### config.mk
export PLATFORM = sky130hd
export DESIGN_NAME = fst_timer
export DESIGN_NICKNAME = d
export VERILOG_FILES = /design/src/pkg/fst_pkg.sv /design/src/hdl/fst_timer.sv
export VERILOG_INCLUDE_DIRS = /design/src /design/src/pkg
export SDC_FILE = /design/constraint.sdc
export NUM_CORES = 1
export LEC_CHECK = 0
export ABC_CLOCK_PERIOD_IN_PS = 9000
export BUFFER_PORTS_ARGS = -buffer_cell sky130_fd_sc_hd__buf_2
export CAP_MARGIN = 0
export CORE_MARGIN = 4
export CORE_UTILIZATION = 61
export DETAILED_ROUTE_END_ITERATION = 8
export GPL_ROUTABILITY_DRIVEN = 1
export HOLD_SLACK_MARGIN = 0.1
export PLACE_DENSITY = 0.85
export RECOVER_POWER = 50
export SYNTH_ARGS = -nofsm -noshare
export SYNTH_HDL_FRONTEND = slang
export SYNTH_SLANG_ARGS = --single-unit
### constraint.sdc
create_clock -name aclk -period 9 [get_ports aclk]
set_input_delay 1.8 -clock aclk [delete_from_list [all_inputs] [get_ports aclk]]
set_output_delay 1.8 -clock aclk [all_outputs]
set_load 0.01 [all_outputs]
### src/pkg/fst_params.svh
// Constants of the flash strobe mode timer: offsets, fields, resets, times.
// Assumes a 100 MHz clock; included by the design.
`ifndef FST_PARAMS_SVH
`define FST_PARAMS_SVH
////////////////////////////////////////////////////////////////////////////////
`define FST_ADDR_MODE 4'h0
`define FST_ADDR_CFG 4'h4
`define FST_ADDR_LEVEL 4'h8
`define FST_ADDR_STATUS 4'hc
`define FST_MODE_LSB 0
`define FST_SW_BIT 2
`define FST_TTYPE_BIT 3
`define FST_DUR_LSB 0
`define FST_SINK_LSB 4
`define FST_RES_BIT 8
`define FST_PSM_BIT 9
`define FST_TORCH_LSB 0
`define FST_FLASH_LSB 8
`define FST_VOUT_LSB 16
`define FST_ST_FLASH_BIT 0
`define FST_ST_RUN_BIT 1
`define FST_ST_DOWN_BIT 2
`define FST_ST_PSM_BIT 3
`define FST_ST_WD_BIT 4
`define FST_ST_STEP_LSB 8
`define FST_ST_STATE_LSB 16
`define FST_CFG_MASK 32'h0000_0377
`define FST_LEVEL_MASK 32'h000f_0f0f
`define FST_CFG_RST 32'h0000_0277
`define FST_LEVEL_RST 32'h0000_0000
`define FST_RESP_OKAY 2'h0
`define FST_RESP_SLVERR 2'h2
////////////////////////////////////////////////////////////////////////////////
`define FST_CLK_NS 10
`define FST_RISE_NS 12000
`define FST_FALL_NS 500
`define FST_HC_STEP_NS 500
`define FST_RISE_CYC ((`FST_RISE_NS + `FST_CLK_NS - 1) / `FST_CLK_NS)
`define FST_FALL_CYC ((`FST_FALL_NS + `FST_CLK_NS - 1) / `FST_CLK_NS)
`define FST_HC_CYC ((`FST_HC_STEP_NS + `FST_CLK_NS - 1) / `FST_CLK_NS)
`define FST_WD_MS 11200
`define FST_WD_CYC (`FST_WD_MS * (1000000 / `FST_CLK_NS))
`define FST_FLASH_DURATION_SELECT_UNIT_US 100
`define FST_FLASH_DURATION_SELECT_UNIT_CYC (`FST_FLASH_DURATION_SELECT_UNIT_US * (1000 / `FST_CLK_NS))
`define FST_VOUT_FORCE 4'h9
`define FST_QMA_DD 8'h64
`define FST_QMA_HC 8'he1
`endif

### src/pkg/fst_pkg.sv
// Types shared by the flash strobe mode timer.
// Assumes nothing beyond a SystemVerilog compiler.
package fst_pkg;
  typedef enum logic [1:0] {
    MD_OFF = 2'h0,
    MD_TORCH = 2'h1,
    MD_FLASH = 2'h2,
    MD_VOLT = 2'h3
  } fst_mode_e;
  typedef enum logic [3:0] {
    ST_IDLE = 4'h1,
    ST_LEVEL = 4'h2,
    ST_SHOT = 4'h4,
    ST_HOLD = 4'h8
  } fst_state_e;
  typedef struct packed {
    logic psm;
    logic res;
    logic [2:0] sink;
    logic [2:0] dur;
  } fst_cfg_s;
  typedef struct packed {
    logic [2:0] sink_en;
    logic [3:0] step;
    logic [11:0] current_qma;
  } fst_led_s;
endpackage

### src/hdl/fst_timer.sv
// Mode, strobe timer, torch watchdog and LED current ramp of a flash driver.
// Assumes an AXI4-Lite master on aclk and asynchronous pins from outside.
//
// Contract
// - In voltage mode enter down mode at vin>=vout, leave 200mV below.
// - Reverse energy transfer only while output stays above input.
// - Direct drive ramps 25mA steps: 12us per rise, 0.5us per fall.
// - Reservoir mode ramps 56.25mA steps of 0.5us both directions.
// - Reservoir mode scales every current setting by 2.25.
// - Light-load save follows its enable, forced on in down mode.
// - With force low, mode 00 is shutdown.
// - Mode 01 drives torch current, ignoring strobe pin and bit.
// - Torch needs a mode rewrite within 11.2s or device shuts down.
// - Mode 11 regulates voltage, sinks and safety timer disabled.
// - Mode 10 accepts strobe from pin or software bit.
// - Level type: flash while trigger high, else torch, duration-limited.
// - Level type: safety timer starts on a trigger rising edge.
// - Level type: timer stops on trigger low or on timeout.
// - Timeout clears the software strobe bit in both types.
// - Edge type: rising edge starts a one-shot pulse of set duration.
// - Edge type: while running ignore all triggers, end on timeout.
// - Edge type: torch current while both triggers are low.
// - Safety timer is clocked by the internal oscillator.
// - Force pin high gives voltage mode with fixed 4.95V output.
`include "fst_params.svh"
module fst_timer #(
  parameter int unsigned WD_CYC = `FST_WD_CYC,
  parameter int unsigned FLASH_DURATION_SELECT_UNIT_CYC = `FST_FLASH_DURATION_SELECT_UNIT_CYC,
  parameter int unsigned RISE_CYC = `FST_RISE_CYC,
  parameter int unsigned FALL_CYC = `FST_FALL_CYC,
  parameter int unsigned HC_CYC = `FST_HC_CYC
) (
  input wire logic aclk,
  input wire logic aresetn,
  input wire logic [3:0] s_axi_awaddr,
  input wire logic s_axi_awvalid,
  output logic s_axi_awready,
  input wire logic [31:0] s_axi_wdata,
  input wire logic [3:0] s_axi_wstrb,
  input wire logic s_axi_wvalid,
  output logic s_axi_wready,
  output logic [1:0] s_axi_bresp,
  output logic s_axi_bvalid,
  input wire logic s_axi_bready,
  input wire logic [3:0] s_axi_araddr,
  input wire logic s_axi_arvalid,
  output logic s_axi_arready,
  output logic [31:0] s_axi_rdata,
  output logic [1:0] s_axi_rresp,
  output logic s_axi_rvalid,
  input wire logic s_axi_rready,
  input wire logic strobe_pin,
  input wire logic voltage_mode_force,
  input wire logic vin_ge_vout,
  input wire logic vin_below_vout_200mv,
  input wire logic vout_above_vin,
  input wire logic vout_above_target,
  output fst_pkg::fst_led_s led,
  output logic shutdown,
  output logic vm_active,
  output logic [3:0] output_voltage_select,
  output logic down_mode,
  output logic psm_active,
  output logic reverse_en,
  output logic flash_active,
  output logic timer_timeout_event
);
  ////////////////////////////////////////////////////////////////////////////
  function automatic logic addr_hit(input logic [3:0] a, input logic [3:0] o);
    addr_hit = ({a[3:2], 2'h0} == o);
  endfunction
  function automatic logic [31:0] merge(input logic [31:0] old,
                                        input logic [31:0] data,
                                        input logic [3:0] strb,
                                        input logic [31:0] mask);
    logic [31:0] m;
    m = {{8{strb[3]}}, {8{strb[2]}}, {8{strb[1]}}, {8{strb[0]}}} & mask;
    merge = (old & ~m) | (data & m);
  endfunction
  ////////////////////////////////////////////////////////////////////////////
  // Pin synchronisers; the first stage feeds only the second.
  logic [4:0] pin_raw;
  logic [4:0] pin_meta;
  logic [4:0] pin_sync;
  assign pin_raw = {vout_above_target, vout_above_vin, vin_below_vout_200mv,
                    vin_ge_vout, strobe_pin};
  genvar gi;
  generate
    for (gi = 0; gi < 5; gi++) begin : g_sync
      always_ff @(posedge aclk) begin
        if (!aresetn) begin
          pin_meta[gi] <= 1'b0;
          pin_sync[gi] <= 1'b0;
        end else begin
          pin_meta[gi] <= pin_raw[gi];
          pin_sync[gi] <= pin_meta[gi];
        end
      end
    end
  endgenerate
  logic force_meta;
  logic force_s;
  always_ff @(posedge aclk) begin
    if (!aresetn) begin
      force_meta <= 1'b0;
      force_s <= 1'b0;
    end else begin
      force_meta <= voltage_mode_force;
      force_s <= force_meta;
    end
  end
  logic strobe_s;
  logic strobe_d;
  assign strobe_s = pin_sync[0];
  ////////////////////////////////////////////////////////////////////////////
  logic wr_go;
  logic mode_wr;
  logic [1:0] wr_resp;
  fst_pkg::fst_mode_e mode;
  logic sw_bit;
  logic sw_d;
  logic ttype;
  logic [31:0] cfg_q;
  logic [31:0] lvl_q;
  fst_pkg::fst_cfg_s cfg;
  fst_pkg::fst_state_e state;
  logic [31:0] tmr_cnt;
  logic [31:0] wd_cnt;
  logic wd_expire;
  logic wd_fired;
  logic [3:0] step;
  logic [3:0] target;
  logic [15:0] ramp_cnt;
  logic [15:0] period;
  logic sinks_on;
  logic torch_on;
  logic trig_level;
  logic trig_rise;
  logic timer_run;
  assign cfg = fst_pkg::fst_cfg_s'({cfg_q[`FST_PSM_BIT], cfg_q[`FST_RES_BIT],
                                    cfg_q[`FST_SINK_LSB +: 3],
                                    cfg_q[`FST_DUR_LSB +: 3]});
  assign wr_go = s_axi_awvalid && s_axi_wvalid && !s_axi_bvalid;
  assign s_axi_awready = wr_go;
  assign s_axi_wready = wr_go;
  assign mode_wr = wr_go && addr_hit(s_axi_awaddr, `FST_ADDR_MODE)
                   && s_axi_wstrb[0];
  assign wr_resp = (addr_hit(s_axi_awaddr, `FST_ADDR_MODE) ||
                    addr_hit(s_axi_awaddr, `FST_ADDR_CFG) ||
                    addr_hit(s_axi_awaddr, `FST_ADDR_LEVEL) ||
                    addr_hit(s_axi_awaddr, `FST_ADDR_STATUS)) ?
                   `FST_RESP_OKAY : `FST_RESP_SLVERR;
  always_ff @(posedge aclk) begin
    if (!aresetn) begin
      s_axi_bvalid <= 1'b0;
      s_axi_bresp <= `FST_RESP_OKAY;
    end else if (wr_go) begin
      s_axi_bvalid <= 1'b1;
      s_axi_bresp <= wr_resp;
    end else if (s_axi_bready) begin
      s_axi_bvalid <= 1'b0;
    end
  end
  // A mode rewrite wins over a watchdog expiry in the same cycle.
  always_ff @(posedge aclk) begin
    if (!aresetn) begin
      mode <= fst_pkg::MD_OFF;
      ttype <= 1'b0;
    end else if (mode_wr) begin
      mode <= fst_pkg::fst_mode_e'(s_axi_wdata[`FST_MODE_LSB +: 2]);
      ttype <= s_axi_wdata[`FST_TTYPE_BIT];
    end else if (wd_expire) begin
      mode <= fst_pkg::MD_OFF;
    end
  end
  // A software write of the strobe bit wins over the clearing timeout.
  always_ff @(posedge aclk) begin
    if (!aresetn) begin
      sw_bit <= 1'b0;
    end else if (mode_wr) begin
      sw_bit <= s_axi_wdata[`FST_SW_BIT];
    end else if (timer_timeout_event || shutdown) begin
      sw_bit <= 1'b0;
    end
  end
  always_ff @(posedge aclk) begin
    if (!aresetn) begin
      cfg_q <= `FST_CFG_RST;
      lvl_q <= `FST_LEVEL_RST;
    end else if (wr_go) begin
      if (addr_hit(s_axi_awaddr, `FST_ADDR_CFG)) begin
        cfg_q <= merge(cfg_q, s_axi_wdata, s_axi_wstrb, `FST_CFG_MASK);
      end
      if (addr_hit(s_axi_awaddr, `FST_ADDR_LEVEL)) begin
        lvl_q <= merge(lvl_q, s_axi_wdata, s_axi_wstrb, `FST_LEVEL_MASK);
      end
    end
  end
  assign s_axi_arready = !s_axi_rvalid;
  always_ff @(posedge aclk) begin
    if (!aresetn) begin
      s_axi_rvalid <= 1'b0;
      s_axi_rdata <= 32'h0;
      s_axi_rresp <= `FST_RESP_OKAY;
    end else if (s_axi_arvalid && s_axi_arready) begin
      s_axi_rvalid <= 1'b1;
      s_axi_rresp <= `FST_RESP_OKAY;
      s_axi_rdata <= 32'h0;
      if (addr_hit(s_axi_araddr, `FST_ADDR_MODE)) begin
        s_axi_rdata <= {28'h0, ttype, sw_bit, mode};
      end else if (addr_hit(s_axi_araddr, `FST_ADDR_CFG)) begin
        s_axi_rdata <= cfg_q;
      end else if (addr_hit(s_axi_araddr, `FST_ADDR_LEVEL)) begin
        s_axi_rdata <= lvl_q;
      end else if (addr_hit(s_axi_araddr, `FST_ADDR_STATUS)) begin
        s_axi_rdata[`FST_ST_FLASH_BIT] <= flash_active;
        s_axi_rdata[`FST_ST_RUN_BIT] <= timer_run;
        s_axi_rdata[`FST_ST_DOWN_BIT] <= down_mode;
        s_axi_rdata[`FST_ST_PSM_BIT] <= psm_active;
        s_axi_rdata[`FST_ST_WD_BIT] <= wd_fired;
        s_axi_rdata[`FST_ST_STEP_LSB +: 4] <= step;
        s_axi_rdata[`FST_ST_STATE_LSB +: 4] <= state;
      end else begin
        s_axi_rresp <= `FST_RESP_SLVERR;
      end
    end else if (s_axi_rready) begin
      s_axi_rvalid <= 1'b0;
    end
  end
  ////////////////////////////////////////////////////////////////////////////
  assign shutdown = (mode == fst_pkg::MD_OFF) && !force_s;
  assign vm_active = force_s || (mode == fst_pkg::MD_VOLT);
  assign output_voltage_select = force_s ? `FST_VOUT_FORCE :
                                 lvl_q[`FST_VOUT_LSB +: 4];
  // Sinks stay off in mode 11 and mode 00, whatever the force pin does.
  assign sinks_on = (mode == fst_pkg::MD_TORCH) ||
                    (mode == fst_pkg::MD_FLASH);
  // Triggers only count in flash mode; torch mode never looks at them.
  assign trig_level = strobe_s || sw_bit;
  assign trig_rise = (strobe_s && !strobe_d) || (sw_bit && !sw_d);
  assign timer_run = (state == fst_pkg::ST_LEVEL) ||
                     (state == fst_pkg::ST_SHOT);
  assign flash_active = timer_run;
  // The timer counts aclk, the internal oscillator, so its length tracks it.
  assign timer_timeout_event = timer_run && (tmr_cnt == 32'h1);
  always_ff @(posedge aclk) begin
    if (!aresetn) begin
      strobe_d <= 1'b0;
      sw_d <= 1'b0;
    end else begin
      strobe_d <= strobe_s;
      sw_d <= sw_bit;
    end
  end
  always_ff @(posedge aclk) begin
    if (!aresetn || mode != fst_pkg::MD_FLASH) begin
      state <= fst_pkg::ST_IDLE;
    end else begin
      case (state)
        fst_pkg::ST_IDLE: begin
          if (trig_rise) begin
            state <= ttype ? fst_pkg::ST_SHOT : fst_pkg::ST_LEVEL;
          end
        end
        fst_pkg::ST_LEVEL: begin
          if (!trig_level) begin
            state <= fst_pkg::ST_IDLE;
          end else if (timer_timeout_event) begin
            state <= fst_pkg::ST_HOLD;
          end
        end
        fst_pkg::ST_SHOT: begin
          if (timer_timeout_event) begin
            state <= fst_pkg::ST_IDLE;
          end
        end
        fst_pkg::ST_HOLD: begin
          if (!trig_level) begin
            state <= fst_pkg::ST_IDLE;
          end
        end
        default: begin
          state <= fst_pkg::ST_IDLE;
        end
      endcase
    end
  end
  always_ff @(posedge aclk) begin
    if (!aresetn || shutdown) begin
      tmr_cnt <= 32'h0;
    end else if (state == fst_pkg::ST_IDLE && trig_rise &&
                 mode == fst_pkg::MD_FLASH) begin
      tmr_cnt <= 32'(({29'h0, cfg.dur} + 32'h1) * FLASH_DURATION_SELECT_UNIT_CYC);
    end else if (timer_run) begin
      tmr_cnt <= tmr_cnt - 32'h1;
    end
  end
  ////////////////////////////////////////////////////////////////////////////
  // Torch current runs the watchdog; a mode write or any break in torch current, such as a flash, restarts it.
  assign torch_on = sinks_on && !flash_active;
  assign wd_expire = torch_on && !mode_wr && (wd_cnt == 32'(WD_CYC - 1));
  always_ff @(posedge aclk) begin
    if (!aresetn || shutdown || mode_wr || !torch_on) begin
      wd_cnt <= 32'h0;
    end else if (wd_expire) begin
      wd_cnt <= 32'h0;
    end else begin
      wd_cnt <= wd_cnt + 32'h1;
    end
  end
  always_ff @(posedge aclk) begin
    if (!aresetn || mode_wr) begin
      wd_fired <= 1'b0;
    end else if (wd_expire) begin
      wd_fired <= 1'b1;
    end
  end
  ////////////////////////////////////////////////////////////////////////////
  assign target = !sinks_on ? 4'h0 :
                  flash_active ? lvl_q[`FST_FLASH_LSB +: 4] :
                  lvl_q[`FST_TORCH_LSB +: 4];
  assign period = cfg.res ? 16'(HC_CYC) :
                  (target > step) ? 16'(RISE_CYC) : 16'(FALL_CYC);
  // One code step per period; slow rise keeps battery surge low.
  always_ff @(posedge aclk) begin
    if (!aresetn || shutdown) begin
      step <= 4'h0;
      ramp_cnt <= 16'h0;
    end else if (step == target) begin
      ramp_cnt <= 16'h0;
    end else if (ramp_cnt >= period - 16'h1) begin
      step <= (target > step) ? step + 4'h1 : step - 4'h1;
      ramp_cnt <= 16'h0;
    end else begin
      ramp_cnt <= ramp_cnt + 16'h1;
    end
  end
  always_ff @(posedge aclk) begin
    if (!aresetn) begin
      led <= '0;
    end else begin
      led.sink_en <= sinks_on ? cfg.sink : 3'h0;
      led.step <= step;
      led.current_qma <= 12'(step * (cfg.res ? `FST_QMA_HC :
                                     `FST_QMA_DD));
    end
  end
  ////////////////////////////////////////////////////////////////////////////
  always_ff @(posedge aclk) begin
    if (!aresetn || !vm_active) begin
      down_mode <= 1'b0;
    end else if (pin_sync[1]) begin
      down_mode <= 1'b1;
    end else if (pin_sync[2]) begin
      down_mode <= 1'b0;
    end
  end
  assign psm_active = cfg.psm || down_mode;
  assign reverse_en = vm_active && !down_mode && pin_sync[3]
                      && pin_sync[4];
  ////////////////////////////////////////////////////////////////////////////
  logic [15:0] gap;
  always_ff @(posedge aclk) begin
    if (!aresetn || led.step != step) begin
      gap <= 16'h0;
    end else if (gap != 16'hffff) begin
      gap <= gap + 16'h1;
    end
  end
endmodule // fst_timer

==> metrics list <==
- Post-synth top flop: sky130_fd_sc_hd__dfxtp_1
* Summed instance area of the synthesized netlist: 8120 um2
* Combinational share of power: 4.3%
- Residual overflow from global routing: 0
- In this run the remaining antenna-violating nets after routing total 0.
- Buffers placed on the I/O ports in this run total 86.
* Maximum number of pins on one net before global-route repair: 47
* Clock latency reported for the late side of the worst-skew pair: 0.43 ns
* Area fraction in compound gates after synthesis: 8.44%
* CTS tree: yes
- CTS buffer count: 17
* Core region area: 12800 um2
- Across all register-to-register paths, the minimum setup slack is 4.05 ns.
* Via-per-instance ratio: 5.68
* Top cells by area in the synthesized netlist: sky130_fd_sc_hd__dfxtp_1 (41%), sky130_fd_sc_hd__ha_1 (7.7%), sky130_fd_sc_hd__nor2_1 (6.4%)
- The clock network burns 47.9% of the power.
* Clock tree sinks: 166
* Hold WC Path Type: flip-flop to flip-flop
- Yosys warning total: 0
- Failing checks: capacitance limit, slew limit
* Worst setup path class: input pin to flip-flop
* Cell-internal power: 1220 uW
* Avg Synthesized Cell Area: 8.84 um2
* Worst-case clock buffer depth: 2
- Total of flip-flops plus latches after synthesis: 166
* Cell Area, Placed: 8590 um2
* XOR/XNOR share of the synthesized area: 8.20%
* Overall routing resource usage: 25.5%
- For this run, design rule violations remaining after detail routing come to 0.
* Vert. Die Dim: 123 um
* Top cells by count, synth: sky130_fd_sc_hd__dfxtp_1 (166), sky130_fd_sc_hd__nor2_1 (138), sky130_fd_sc_hd__nand2_1 (88), sky130_fd_sc_hd__ha_1 (50), sky130_fd_sc_hd__a21oi_1 (44)
- Row cnt: 41
- 1st-iter DRT viols: 609
- Weighted congestion at the end of routability-driven global placement: 0.860
* Vias in the first global route: 6591
* Total area of sequential cells: 3320 um2
- Of all flip-flops after synthesis, the portion carrying an async set or reset was 0%.
* Leading area contributor after synthesis: sky130_fd_sc_hd__dfxtp_1
- CP required: 9.36 ns
- The worst setup path is launched from an input pin.
- For this design, the CTS-stage hold fixing added 0 buffers.
- PostCTS Resize Cnt: 0
- After synthesis, the netlist uses 62 different library cells.
- The tree is rooted in a sky130_fd_sc_hd__clkbuf_16.
- Post-synthesis share of cell area spent on full adders, half adders and majority gates: 8.94%
- Synth-to-Final Area Change: 12.7%
- In the final timing run, aggregate negative setup slack is 0 ns.
* Final worst-path cycle share: 60.8%
- In the final layout, the multi-input gates occupy 4510 um2.
* Number of instances in the synthesized netlist: 919
- In this run the horizontal extent of the chip is 123 um.
- Of all nets on the critical path, the largest fanout is 46.
* Worst slew margin relative to its limit: -3.20%
* Number of filler instances in the final layout: 995
* Worst clock skew on the final layout: 0.0117 ns
- Sw Ratio: 22.1%
- Leakage power total: 0.00368 uW
- Yosys top cell area share: 40.9%
* I/O pin count: 128
* Sequential fraction of the synthesis area: 40.9%
- The H-tree generated during clock tree synthesis spans 4 levels.
* Detailed-route via count: 6714
- Setup repair after global routing left no endpoint under its margin.
* Post-synthesis simple-gate area fraction: 24.8%
- The portion of synthesized area spent on multiplexers is 3.98%.
- Initial core utilization: 63.3%
* Wire length reported by the detailed router: 18600 um
- Count leader, synth: sky130_fd_sc_hd__dfxtp_1
- The die covers 15200 um2.
- In the final design database the tool counted 1108 nets.
- Number of failing hold endpoints at the final stage: 0
* Maxcap violations: 2
- The synthesized design contains 0 enable-type register cells.
- Wire length of the first global-routing pass: 30600 um
- Register share of total power: 47.8%
- In this run the power spent charging and discharging nets is 346 uW.
* WL/cell: 15.7 um
- Share of cells above drive strength 1: 10.8%
* Hold_ws: 0.433 ns
* DRT Pass-1 Iters: 5
- Pin slew with the least headroom to its limit: 1.55 ns
- After clock tree synthesis, the clock-pin slew on the worst setup and hold paths is 0.06 ns.
- The count of final max-slew check failures was 86.
- Period minus WS final: 5.47 ns
- Setup violations remaining at the end of the flow were counted as 0.
- Highest clock frequency the design can meet: 183 MHz
- Detailed placer's ending HPWL: 12700 um
- Ratio of total power to cell area: 171 nW/um2
- VDD sags by at most 0.152 mV.
* Run status: finished, violations left
* Initial antenna violation count: 3
- Once the clock tree was built, the setup fixing pass inserted 0 buffers.
* Critical Path Sink Type: flip-flop
* CP Data Arrival Time: 5.83 ns
* Dominant combinational cell family by area after synthesis: simple AND/OR/NAND/NOR gates
- Post-route design area: 9160 um2
[layout make-up]
cell class,count,area share [%]
Multi-Input combinational cell,698,49.3
Sequential cell,166,36.3
Clock buffer,20,4.99
Timing Repair Buffer,89,4.39
Tap cell,172,2.35
Clock inverter,11,1.64
Inverter,24,0.984
Antenna cell,3,0.0820
[metrics by stage]
step | worst slack, ns | utilization (%) | total power (uW) | cells
5_1_grt | 3.13 | 71.4 | 1610 | 1182
4_1_cts | 4.18 | 71.7 | 1570 | 1180
3_3_place_gp | 4.44 | 67.0 | 829 | 1149
2_1_floorplan | 4.92 | - | 812 | 943
3_5_place_dp | 4.22 | 67.0 | 831 | 1149
6_report | 3.53 | 71.4 | 1560 | 1183
[power by group through the flow]
stage	logic, uW	clock network (uW)	registers [uW]
finish	67.1	749	748
detailed placement	66.8	0	764
global placement	65.2	0	764
CTS	68.0	754	748
floorplan	47.6	0	765
global route	74.7	787	749
[per-layer routing]
metal,track usage [%],routed length [um],vias to the layer above
met5,0,9,-
met4,10.5,582,2
met3,7.32,1190,58
met2,42.1,8860,213
met1,31.1,7930,3169
li1,-,-,3272
[worst max-delay path: stages]
cell and delay (ns):
sky130_fd_sc_hd__buf_2 0.07, sky130_fd_sc_hd__clkbuf_1 1.11, sky130_fd_sc_hd__inv_1 1.18, sky130_fd_sc_hd__nor2_1 0.71, sky130_fd_sc_hd__nand4_1 0.18, sky130_fd_sc_hd__or2_2 0.54, sky130_fd_sc_hd__nor2_1 0.18
[layout by cell type (no fill, tap or decap), types with 4 or more instances in the layout]
cell type	Yosys	routed
sky130_fd_sc_hd__a211oi_1	8	8
sky130_fd_sc_hd__a21o_1	4	4
sky130_fd_sc_hd__a21oi_1	44	44
sky130_fd_sc_hd__a221oi_1	4	4
sky130_fd_sc_hd__a22oi_1	9	9
sky130_fd_sc_hd__a31oi_1	5	5
sky130_fd_sc_hd__and2_0	0	12
sky130_fd_sc_hd__and2_1	24	12
sky130_fd_sc_hd__and3_1	18	18
sky130_fd_sc_hd__buf_2	1	48
sky130_fd_sc_hd__clkbuf_1	28	40
sky130_fd_sc_hd__clkbuf_16	0	17
sky130_fd_sc_hd__conb_1	1	25
sky130_fd_sc_hd__dfxtp_1	166	166
sky130_fd_sc_hd__fa_1	5	5
sky130_fd_sc_hd__ha_1	50	50
sky130_fd_sc_hd__inv_1	23	24
sky130_fd_sc_hd__mux2_2	12	12
sky130_fd_sc_hd__mux2i_1	12	12
sky130_fd_sc_hd__nand2_1	88	88
sky130_fd_sc_hd__nand2b_1	9	9
sky130_fd_sc_hd__nand3_1	37	37
sky130_fd_sc_hd__nand3b_1	4	4
sky130_fd_sc_hd__nand4_1	13	13
sky130_fd_sc_hd__nor2_1	138	138
sky130_fd_sc_hd__nor2b_1	8	8
sky130_fd_sc_hd__nor3_1	19	19
sky130_fd_sc_hd__nor4_1	12	12
sky130_fd_sc_hd__nor4b_1	5	5
sky130_fd_sc_hd__o211ai_1	5	5
sky130_fd_sc_hd__o21ai_0	9	9
sky130_fd_sc_hd__or2_2	7	7
sky130_fd_sc_hd__or3_1	8	8
sky130_fd_sc_hd__xnor2_1	37	37
sky130_fd_sc_hd__xor2_1	39	39
[worst paths after layout]
kind	end	from	cells after the start
worst min-delay path	pin_sync[2]	pin_meta[2]	1
worst min register to register	pin_sync[2]	pin_meta[2]	1
worst max register to register	step[1]	state[1]	17
worst max-delay path	wd_cnt[11]	aresetn	7
[cells by family after synthesis]
| kind of cell | Yosys count |
|---|---|
| AOI/OAI and AO/OA | 107 |
| muxes | 27 |
| buffers and inverters | 79 |
| DFF | 166 |
| adders and majority gates | 55 |
| other | 1 |
| and+or+nand+nor | 408 |
| xor gates and xnor gates | 76 |
Note: power is estimated with default switching activity, not from simulation.
